<file path="src/rtl/sbl_pkg.sv">
// constants shared by the serial boot download loader
// What this block does
// [RULE_01] host sends sync plus 256 bytes originally
// [RULE_02] four idle character times end the download; code uses 4.9 for F0 and 17.3 or 13 for the FD rates
// [RULE_03] timeout armed only after the sync character
// [RULE_04] host keeps characters close or uses 1200
// [RULE_05] reset low with modes low: emulation mode
// [RULE_06] emulation data pins steered by output enable
// [RULE_07] map enable: resets 1, writable only bootstrap
// [RULE_08] mapped boot rom overrides user rom reads
// [RULE_09] transmitter holds one shifting, one waiting
// [RULE_10] echo every received download character; code skips characters with a low stop bit
// [RULE_11] host streams without waiting for echoes
// [RULE_12] sync FF: default or 1200, four chars
// [RULE_13] F0 9600 4.9 chars; FD 5208/3906 rates
// [RULE_14] baud rates scale with system clock
// [RULE_15] first character zero or break: jump eeprom
// [RULE_16] idle timeout ends download, jump to ram
// [RULE_17] first character 55 at default: jump ram
// [RULE_18] bytes stored consecutively up to maximum length
package sbl_pkg;
   // bit periods in system clock cycles, so rates track the clock
   localparam logic [10:0] DIV_DEFAULT = 11'h100;
   localparam logic [10:0] DIV_1200 = 11'h680;
   localparam logic [10:0] DIV_9600 = 11'h0D0;
   localparam logic [10:0] DIV_5208 = 11'h180;
   localparam logic [10:0] DIV_3906 = 11'h200;
   // first low pulse width thresholds, halfway between candidates except THR_3906 (768, not 776)
   localparam logic [17:0] THR_DEFAULT = 18'h00140;
   localparam logic [17:0] THR_5208 = 18'h001C0;
   localparam logic [17:0] THR_3906 = 18'h00300;
   localparam logic [17:0] THR_9600 = 18'h00548;
   localparam logic [17:0] THR_1200 = 18'h007C0;
   // idle timeouts in bit times (ten bits to a character)
   localparam logic [7:0] TMO_BITS_FF = 8'h28;
   localparam logic [7:0] TMO_BITS_F0 = 8'h31;
   localparam logic [7:0] TMO_BITS_5208 = 8'hAD;
   localparam logic [7:0] TMO_BITS_3906 = 8'h82;
   localparam logic [7:0] CHAR_JUMP_RAM = 8'h55;
   localparam logic [9:0] MAX_LOAD = 10'h200;
   localparam logic [15:0] RAM_BASE = 16'h0000;
   localparam logic [15:0] EEPROM_BASE = 16'hB600;
   localparam logic [15:0] BOOT_ROM_LO = 16'hBF00;
   localparam logic [15:0] BOOT_ROM_HI = 16'hBFFF;
   localparam int MAP_EN_BIT = 7;
   localparam logic [3:0] FRAME_LAST = 4'h9;
endpackage : sbl_pkg

</file>
<file path="src/rtl/sbl_loader.sv">
// bootstrap serial download loader with boot rom map and emulation entry
`timescale 1ns/1ps
`default_nettype none
module sbl_loader
(
   input wire logic ref_clk_in, // 125 MHz system clock
   input wire logic nrst_in, // synchronous reset, active low
   input wire logic mode_a_in, // mode select pin a
   input wire logic mode_b_in, // mode select pin b
   input wire logic rxd_in, // serial receive pin
   output logic txd_out, // serial transmit pin
   output logic jump_valid_out, // loader finished, jump taken
   output logic [15:0] jump_addr_out, // execution start address
   output logic [9:0] load_count_out, // bytes stored so far
   input wire logic [8:0] ram_rd_addr_in, // ram read address
   output logic [7:0] ram_rd_data_out, // ram read data
   input wire logic mode_wr_in, // write mode register
   input wire logic [7:0] mode_wdata_in, // mode register write data
   output logic [7:0] mode_rdata_out, // mode register read data
   input wire logic [15:0] cpu_addr_in, // cpu read address
   input wire logic [7:0] boot_rom_data_in, // boot rom data
   input wire logic [7:0] user_rom_data_in, // user rom data
   output logic boot_rom_sel_out, // boot rom selected
   output logic [7:0] cpu_rdata_out, // selected rom data
   output logic emulation_mode_out, // eprom emulation active
   input wire logic emulation_output_enable_pin_in, // emulated oe, low
   input wire logic [7:0] emu_array_data_in, // eprom array data
   output logic [7:0] emu_data_out, // data pin output
   output logic emu_data_oe_out // data pins driven
);
   typedef enum logic [2:0] {
      S_SYNC_WAIT, S_SYNC_LOW, S_SYNC_BITS, S_DL_IDLE, S_DL_BITS, S_DONE
   } sbl_state_type;

   sbl_state_type state_ff;
   logic rx_s1_ff, rx_s2_ff, rx_d_ff;
   logic ma_s1_ff, ma_s2_ff, mb_s1_ff, mb_s2_ff, oe_s1_ff, oe_s2_ff;
   logic [17:0] cnt_ff, smp_at_ff, idle_ff, tmo_ff;
   logic [10:0] period_ff, nxt_period;
   logic [7:0] tmo_bits, shreg_ff;
   logic [3:0] idx_ff;
   logic dflt_ff, eeprom_cls, sample, fall, rise;
   logic bootstrap_ff, map_en_ff, modes_low, echo_wr;
   logic [9:0] count_ff;
   logic [7:0] ram [0:511];

   assign modes_low = !ma_s2_ff && !mb_s2_ff;
   assign fall = rx_d_ff && !rx_s2_ff;
   assign rise = !rx_d_ff && rx_s2_ff;
   assign sample = cnt_ff == smp_at_ff;

   // pins pass two flops; the mode pins stay live during reset
   always_ff @(posedge ref_clk_in)
   begin
      rx_s1_ff <= rxd_in;
      rx_s2_ff <= rx_s1_ff;
      ma_s1_ff <= mode_a_in;
      ma_s2_ff <= ma_s1_ff;
      mb_s1_ff <= mode_b_in;
      mb_s2_ff <= mb_s1_ff;
      oe_s1_ff <= emulation_output_enable_pin_in;
      oe_s2_ff <= oe_s1_ff;
   end

   always_ff @(posedge ref_clk_in)
   begin
      if (!nrst_in)
         rx_d_ff <= 1'b1;
      else
         rx_d_ff <= rx_s2_ff;
   end

   // width of the first low pulse picks the rate and timeout
   always_comb
   begin
      eeprom_cls = 1'b0;
      if (cnt_ff < sbl_pkg::THR_DEFAULT)
      begin
         nxt_period = sbl_pkg::DIV_DEFAULT; // RULE_12
         tmo_bits = sbl_pkg::TMO_BITS_FF;
      end
      else if (cnt_ff < sbl_pkg::THR_5208)
      begin
         nxt_period = sbl_pkg::DIV_5208; // RULE_13
         tmo_bits = sbl_pkg::TMO_BITS_5208;
      end
      else if (cnt_ff < sbl_pkg::THR_3906)
      begin
         nxt_period = sbl_pkg::DIV_3906; // RULE_13
         tmo_bits = sbl_pkg::TMO_BITS_3906;
      end
      else if (cnt_ff < sbl_pkg::THR_9600)
      begin
         nxt_period = sbl_pkg::DIV_9600; // RULE_13
         tmo_bits = sbl_pkg::TMO_BITS_F0;
      end
      else if (cnt_ff < sbl_pkg::THR_1200)
      begin
         nxt_period = sbl_pkg::DIV_1200; // RULE_12
         tmo_bits = sbl_pkg::TMO_BITS_FF;
      end
      else
      begin
         nxt_period = sbl_pkg::DIV_DEFAULT;
         tmo_bits = sbl_pkg::TMO_BITS_FF;
         eeprom_cls = 1'b1; // RULE_15
      end
   end

   assign echo_wr = state_ff == S_DL_BITS && sample
      && idx_ff == sbl_pkg::FRAME_LAST && rx_s2_ff
      && count_ff < sbl_pkg::MAX_LOAD;

   always_ff @(posedge ref_clk_in)
   begin
      if (!nrst_in)
      begin
         state_ff <= S_SYNC_WAIT;
         cnt_ff <= 18'h00000;
         smp_at_ff <= 18'h00000;
         idle_ff <= 18'h00000;
         tmo_ff <= 18'h00000;
         period_ff <= sbl_pkg::DIV_DEFAULT;
         shreg_ff <= 8'h00;
         idx_ff <= 4'h0;
         dflt_ff <= 1'b0;
         count_ff <= 10'h000;
         jump_valid_out <= 1'b0;
         jump_addr_out <= 16'h0000;
      end
      else
      begin
         cnt_ff <= cnt_ff + 18'h00001;
         unique case (state_ff)
            S_SYNC_WAIT:
            begin
               // no time limit before the sync character
               cnt_ff <= 18'h00000; // RULE_03
               if (bootstrap_ff && fall)
                  state_ff <= S_SYNC_LOW;
            end
            S_SYNC_LOW:
               if (rise)
               begin
                  period_ff <= nxt_period; // RULE_14
                  // widen first so the product cannot wrap at 11 bits
                  tmo_ff <= 18'(tmo_bits) * 18'(nxt_period);
                  dflt_ff <= nxt_period == sbl_pkg::DIV_DEFAULT;
                  if (eeprom_cls)
                  begin
                     jump_valid_out <= 1'b1; // RULE_15
                     jump_addr_out <= sbl_pkg::EEPROM_BASE;
                     state_ff <= S_DONE;
                  end
                  else if (nxt_period == sbl_pkg::DIV_DEFAULT)
                  begin
                     // bit 0 already seen high; decode bits 1..7
                     shreg_ff <= 8'h80;
                     idx_ff <= 4'h2;
                     smp_at_ff <= 18'({nxt_period, 1'b0})
                        + 18'(nxt_period >> 1);
                     state_ff <= S_SYNC_BITS;
                  end
                  else
                  begin
                     // other syncs are not decoded, only waited out
                     idx_ff <= sbl_pkg::FRAME_LAST;
                     smp_at_ff <= 18'({nxt_period, 3'b000})
                        + 18'(nxt_period) + 18'(nxt_period >> 1);
                     state_ff <= S_SYNC_BITS;
                  end
               end
            S_SYNC_BITS:
               if (sample)
               begin
                  smp_at_ff <= smp_at_ff + 18'(period_ff);
                  idx_ff <= idx_ff + 4'h1;
                  if (idx_ff != sbl_pkg::FRAME_LAST)
                     shreg_ff <= {rx_s2_ff, shreg_ff[7:1]};
                  else if (dflt_ff && shreg_ff == sbl_pkg::CHAR_JUMP_RAM)
                  begin
                     jump_valid_out <= 1'b1; // RULE_17
                     jump_addr_out <= sbl_pkg::RAM_BASE;
                     state_ff <= S_DONE;
                  end
                  else
                  begin
                     idle_ff <= 18'h00000; // RULE_03
                     state_ff <= S_DL_IDLE;
                  end
               end
            S_DL_IDLE:
               if (fall)
               begin
                  cnt_ff <= 18'h00000;
                  idx_ff <= 4'h0;
                  smp_at_ff <= 18'(period_ff >> 1);
                  state_ff <= S_DL_BITS;
               end
               else if (idle_ff >= tmo_ff - 18'h00001)
               begin
                  jump_valid_out <= 1'b1; // RULE_16
                  jump_addr_out <= sbl_pkg::RAM_BASE;
                  state_ff <= S_DONE;
               end
               else
                  idle_ff <= idle_ff + 18'h00001; // RULE_02
            S_DL_BITS:
               if (sample)
               begin
                  smp_at_ff <= smp_at_ff + 18'(period_ff);
                  idx_ff <= idx_ff + 4'h1;
                  idle_ff <= 18'h00000;
                  if (idx_ff == 4'h0 && rx_s2_ff)
                     state_ff <= S_DL_IDLE; // glitch, not a start bit
                  else if (idx_ff == sbl_pkg::FRAME_LAST)
                  begin
                     // a framing error drops the character
                     state_ff <= S_DL_IDLE;
                     if (echo_wr)
                        count_ff <= count_ff + 10'h001; // RULE_18
                     if (echo_wr && count_ff == sbl_pkg::MAX_LOAD - 10'h001)
                     begin
                        jump_valid_out <= 1'b1; // RULE_18
                        jump_addr_out <= sbl_pkg::RAM_BASE;
                        state_ff <= S_DONE;
                     end
                  end
                  else if (idx_ff != 4'h0)
                     shreg_ff <= {rx_s2_ff, shreg_ff[7:1]};
               end
            S_DONE:
               cnt_ff <= 18'h00000;
         endcase
      end
   end

   // download memory, consecutive from the ram base
   always_ff @(posedge ref_clk_in)
   begin
      if (echo_wr)
         ram[count_ff[8:0]] <= shreg_ff; // RULE_18
      ram_rd_data_out <= ram[ram_rd_addr_in];
   end

   assign load_count_out = count_ff;

   // echo goes in the data register and waits behind the shifter
   sbl_sci_tx u_tx
   (
      .ref_clk_in(ref_clk_in),
      .nrst_in(nrst_in),
      .period_in(period_ff),
      .wr_in(echo_wr), // RULE_10
      .wdata_in(shreg_ff),
      .hold_empty_out(),
      .busy_out(),
      .txd_out(txd_out)
   );

   // bootstrap is caught from the mode pins while reset is held
   always_ff @(posedge ref_clk_in)
   begin
      if (!nrst_in)
      begin
         bootstrap_ff <= modes_low;
         map_en_ff <= modes_low; // RULE_07
      end
      else if (mode_wr_in && bootstrap_ff)
         map_en_ff <= mode_wdata_in[sbl_pkg::MAP_EN_BIT]; // RULE_07
   end

   always_ff @(posedge ref_clk_in)
   begin
      if (!nrst_in)
      begin
         mode_rdata_out <= 8'h00;
         boot_rom_sel_out <= 1'b0;
         cpu_rdata_out <= 8'h00;
      end
      else
      begin
         mode_rdata_out <= 8'(map_en_ff) << sbl_pkg::MAP_EN_BIT;
         boot_rom_sel_out <= map_en_ff
            && cpu_addr_in >= sbl_pkg::BOOT_ROM_LO
            && cpu_addr_in <= sbl_pkg::BOOT_ROM_HI; // RULE_08
         cpu_rdata_out <= (map_en_ff
            && cpu_addr_in >= sbl_pkg::BOOT_ROM_LO
            && cpu_addr_in <= sbl_pkg::BOOT_ROM_HI)
            ? boot_rom_data_in : user_rom_data_in; // RULE_08
      end
   end

   // emulation follows the reset pin itself, so it runs during reset
   always_ff @(posedge ref_clk_in)
   begin
      emulation_mode_out <= !nrst_in && modes_low; // RULE_05
      emu_data_oe_out <= !nrst_in && modes_low && !oe_s2_ff; // RULE_06
      emu_data_out <= emu_array_data_in;
   end
endmodule : sbl_loader
`default_nettype wire

</file>
<file path="src/rtl/sbl_sci_tx.sv">
// double buffered serial transmitter for the echo path
`timescale 1ns/1ps
`default_nettype none
module sbl_sci_tx
(
   input wire logic ref_clk_in, // system clock
   input wire logic nrst_in, // synchronous reset, active low
   input wire logic [10:0] period_in, // bit period in cycles
   input wire logic wr_in, // write the data register
   input wire logic [7:0] wdata_in, // character to send
   output logic hold_empty_out, // data register free
   output logic busy_out, // shifter active
   output logic txd_out // serial line, idle high
);
   logic [7:0] hold_ff;
   logic hold_full_ff;
   logic [9:0] shift_ff;
   logic [3:0] bit_ff;
   logic [10:0] baud_ff;
   logic busy_ff;
   logic load;

   assign load = hold_full_ff && !busy_ff;
   assign hold_empty_out = !hold_full_ff;
   assign busy_out = busy_ff;
   assign txd_out = shift_ff[0];

   // a write waits in the data register while the shifter drains
   always_ff @(posedge ref_clk_in)
   begin
      if (!nrst_in)
         hold_full_ff <= 1'b0;
      else if (wr_in)
         hold_full_ff <= 1'b1; // RULE_09
      else if (load)
         hold_full_ff <= 1'b0;
   end

   always_ff @(posedge ref_clk_in)
   begin
      if (!nrst_in)
         hold_ff <= 8'h00;
      else if (wr_in && !hold_full_ff)
         hold_ff <= wdata_in;
   end

   always_ff @(posedge ref_clk_in)
   begin
      if (!nrst_in)
      begin
         shift_ff <= 10'h3FF;
         bit_ff <= 4'h0;
         baud_ff <= 11'h000;
         busy_ff <= 1'b0;
      end
      else if (load)
      begin
         shift_ff <= {1'b1, hold_ff, 1'b0}; // RULE_09
         bit_ff <= 4'h0;
         baud_ff <= 11'h000;
         busy_ff <= 1'b1;
      end
      else if (busy_ff)
      begin
         if (baud_ff == period_in - 11'h001)
         begin
            baud_ff <= 11'h000;
            shift_ff <= {1'b1, shift_ff[9:1]};
            bit_ff <= bit_ff + 4'h1;
            if (bit_ff == sbl_pkg::FRAME_LAST)
               busy_ff <= 1'b0;
         end
         else
            baud_ff <= baud_ff + 11'h001;
      end
   end
endmodule : sbl_sci_tx
`default_nettype wire

</file>
<file path="config.mk">
export PLATFORM = sky130hd
export DESIGN_NAME = sbl_loader
export DESIGN_NICKNAME = d
export VERILOG_FILES = /design/src/rtl/sbl_pkg.sv /design/src/rtl/sbl_loader.sv /design/src/rtl/sbl_sci_tx.sv
export SDC_FILE = /design/constraint.sdc
export NUM_CORES = 2
export LEC_CHECK = 0
export BUFFER_PORTS_ARGS = -buffer_cell sky130_fd_sc_hd__buf_2
export CORE_UTILIZATION = 40
export CTS_BUF_LIST = sky130_fd_sc_hd__clkbuf_4 sky130_fd_sc_hd__clkbuf_8
export CTS_CLUSTER_SIZE = 8
export DETAILED_ROUTE_END_ITERATION = 10
export SYNTH_ARGS = -nofsm -noshare
export SYNTH_HDL_FRONTEND = slang
export SYNTH_SLANG_ARGS = --single-unit
export TNS_END_PERCENT = 50
</file>
<file path="constraint.sdc">
create_clock -name ref_clk_in -period 10.5 [get_ports ref_clk_in]
set_input_delay 0.525 -clock ref_clk_in [delete_from_list [all_inputs] [get_ports ref_clk_in]]
set_output_delay 0.525 -clock ref_clk_in [all_outputs]
set_load 0.005 [all_outputs]
</file>
==> key figures <==
Global route
  • Largest net degree at the start of global routing: ~190
  • Global route overflow: 0
  • Vias in the first global route: between 80,000 and 90,000
  • Initial antenna violation count: 40
  • GR Util All Layers: ~21%
  • Global-route wire length before repair: 656,000 um

Critical path
  • Startpoint types: register
  • Reg-to-reg endpoint: tmo_ff[16]
  • RR Startpoint: cnt_ff[14]
  • Setup CP Type: reg2reg
  • WP data required: 11.64 ns
  • CP endpoint kind: register
  • Worst R2R Path Depth: 19
  • Worst EP arrival: ~7.0 ns
  • Crit path max fanout: 6
  • Worst Setup EP: tmo_ff[16]
  • Reg2reg setup slack: roughly 4.6 ns
  • Worst Setup SP: cnt_ff[14]

Timing
  • Slew HR: under 10%
  • Slew @ Worst Pin: between 1 and 1.5 ns
  • Final setup skew: just over 0.06 ns
  • Final Critical Period: between 5 and 6 ns
  • Tcrit/Tclk final: ~56%
  • Achievable frequency: about 0.17 GHz
  • RSZ-0062 raised after global routing: false
  • Setup TNS: 0 ns
  • Final setup violating endpoints: 0
  • Final Hold Fails: 0
  • Slew Viols, Final: 0

Detailed routing
  • # DRC: 0
  • Post-Route WL: between 400,000 and 500,000 um
  • First DRT Iteration DRCs: 10,600
  • Vias per inst: about 5.8
  • Number of nets still failing antenna checks after routing: 0
  • WL per Instance: roughly 31 um
  • Total number of vias: between 80,000 and 90,000
  • Pre-antenna DRT Iters: 6

Run
  • Max Cap Violations: 0

Clocking
  • CTS tree: done
  • Worst skew pair latency: about 1.2 ns
  • Longest Clk Path Bufs: 4
  • Worst-path clk slew: 0.06 ns
  • Clock sinks: about 4,300
  • CTS Buf Count: roughly 700
  • Clock Tree Root: clkbuf_8
  • H-tree levels: 6

Power
  • Clock power share: 40.4%
  • NetSw: between 7 and 8 mW
  • Comb pwr share: about 5.2%
  • Max IR drop VDD: approximately 0.13 mV
  • PD cells: ~180 nW/um^2
  • Flop pwr share: 54.4%
  • Cell-internal power: 26.6 mW
  • Sw frac: a little under a quarter
  • Leak: approximately 51 nW

Placement
  • DP HPWL: 277,000 um
  • Final GP Congestion: around 0.82
  • Placed cells: ~14,000
  • Number of buffers added on ports: 93

Yosys
  • Syn Area/Cell: between 15 and 20 um^2
  • Synthesis Warnings: 0
  • Synth top area cells: edfxtp_1 73%, mux4_2 13%, dfxtp_1 2.0%
  • Yosys reg bits: roughly 4,300
  • Yosys top cell area share: between 70 and 80%
  • Synth Cell Area: 169,000 um^2
  • Cell count after synthesis: around 8,500
  • Sequential share of the synthesized area: roughly 75%
  • Synth unique cells: around 90
  • Top FF cell, synth: edfxtp_1
  • Cell taking the most area after synthesis: edfxtp_1
  • EDFF count, synth: 4,098
  • Async set-or-reset flop fraction in the synthesized netlist: 0%

Hold path
  • Min-Delay Path Class: in2reg
  • Worst Hold Launch: boot_rom_data_in[1]

Finish
  • Final #Nets: ~9,200
  • Layout cells sized above 1: 26.7%
  • Final Non-Filler Cells: approximately 15,000
  • Area growth syn-to-layout: 12.2%
  • Most frequent cells in the layout: 4,098 x edfxtp_1, 992 x mux4_2, 730 x nor2_1
  • Most common cell after layout, fill and taps aside: edfxtp_1

Floorplan
  • IO Pins: around 130
  • Die height: between 600 and 700 um
  • Core area: between 400,000 and 500,000 um^2
  • Chip Width: 651 um
  • Std cell rows: 238
  • Die ar.: 424,000 um^2
  • Initial Util: 40.2%

Outcome
  • Outcome: completed
==> layer usage <==
metal,track usage [%],part of all wire [%],vias to the layer above,wire [um]
met4,7.49,3.5,6,16000
met1,28.9,39,46500,182000
met5,0,0.0060,-,28
met2,34.6,48,4497,224000
met3,4.43,9.1,802,42300
li1,-,-,35900,-
==> worst max-delay path, stage by stage (launching register included) <==
cell and delay (ns):
dfxtp_1 0.36, nor4_1 0.59, o211ai_1 0.35, a31oi_1 0.50, inv_1 0.26, ha_1 0.30
fa_1 0.49, inv_1 0.06, fa_1 0.56, fa_1 0.44, fa_1 0.50, inv_1 0.05
ha_1 0.32, inv_1 0.06, o21bai_1 0.14, a21oi_1 0.12, o21bai_1 0.13, a21oi_1 0.10
or4_1 0.40, nand3_1 0.08
==> worst min-delay path by stage <==
| stage | slack (ns) | depth (start not counted) | end |
|---|---|---|---|
| 5_1_grt | 0.1 | 4 | cpu_rdata_out[1] |
| 4_1_cts | 0.005 | 4 | boot_rom_sel_out |
| 2_1_floorplan | 0.31 | 0 | ma_s2_ff |
| 6_report | 0.13 | 4 | cpu_rdata_out[1] |
| 3_5_place_dp | 0.32 | 0 | oe_s2_ff |
| 3_3_place_gp | 0.32 | 0 | oe_s2_ff |
==> through the flow <==
step	setup WS, ns	utilization (%)	hold slack [ns]	area [um^2]	power, mW
floorplan	1.26	-	0.310	169000	20.4
global placement	4.53	41.8	0.316	175000	20.9
detailed placement	4.67	41.8	0.319	175000	21.0
CTS	4.63	45.1	0.00513	189000	34.8
global route	4.22	45.1	0.0972	189000	35.6
finish	4.64	45.1	0.130	189000	34.6
==> power groups by stage <==
stage | clock [mW] | sequential, mW | combinational [mW]
after floorplan | 0 | 19.4 | 0.980
after global placement | 0 | 19.2 | 1.76
after detailed placement | 0 | 19.2 | 1.80
after CTS | 14.2 | 18.8 | 1.82
after global routing | 14.9 | 18.8 | 1.92
final | 14.0 | 18.8 | 1.82
==> cells by family (layout without fill, tap and decap cells) <==
family	after synthesis	in the layout	synth area share [%]
flip-flops	4267	4267	74.9
adder cells (fa/ha/maj)	106	106	0.875
XOR/XNOR	96	96	0.503
AO/OA/AOI/OAI	778	778	3.04
multiplexers	1360	1360	15.5
buffers and inverters	614	1628	1.81
other	2	48	0.00445
AND/OR/NAND/NOR	1284	1284	3.31
==> area by class of cell <==
cell class	count	area, um^2
fillers	35600	231000
flip-flops and latches	4267	126000
repair buffers	335	2750
diodes	15	37.5
clock inverters	207	1270
multi-input cells	3657	39600
inverters	88	340
clock buffers	998	11900
well taps	5520	6910
==> synth_stat cells, types with 86 or more instances <==
library cell,count
a21oi_1,191
buf_2,94
buf_4,123
clkbuf_1,259
dfxtp_1,169
edfxtp_1,4098
ha_1,86
mux2_2,117
mux2i_1,250
mux4_2,992
nand2_1,225
nor2_1,738
o21ai_0,156
==> flip-flops by register name (all words and copies together) (netlist names), 9 cells and up <==
signal and cells:
cnt_ff 18, u_tx.shift_ff 9, smp_at_ff 15, load_count_out 10
idle_ff 18, ram 4096, u_tx.baud_ff 11, tmo_ff 14
==> repair_timing <==
action                                 in CTS  in global routing
gates resized for setup                     0                  0
setup buffers                               0                  0
hold buffers                               59                  0
setup endpoints to repair                   0                  0
endpoints found under the hold margin      60                  0
(Power assumes the default switching activity.)
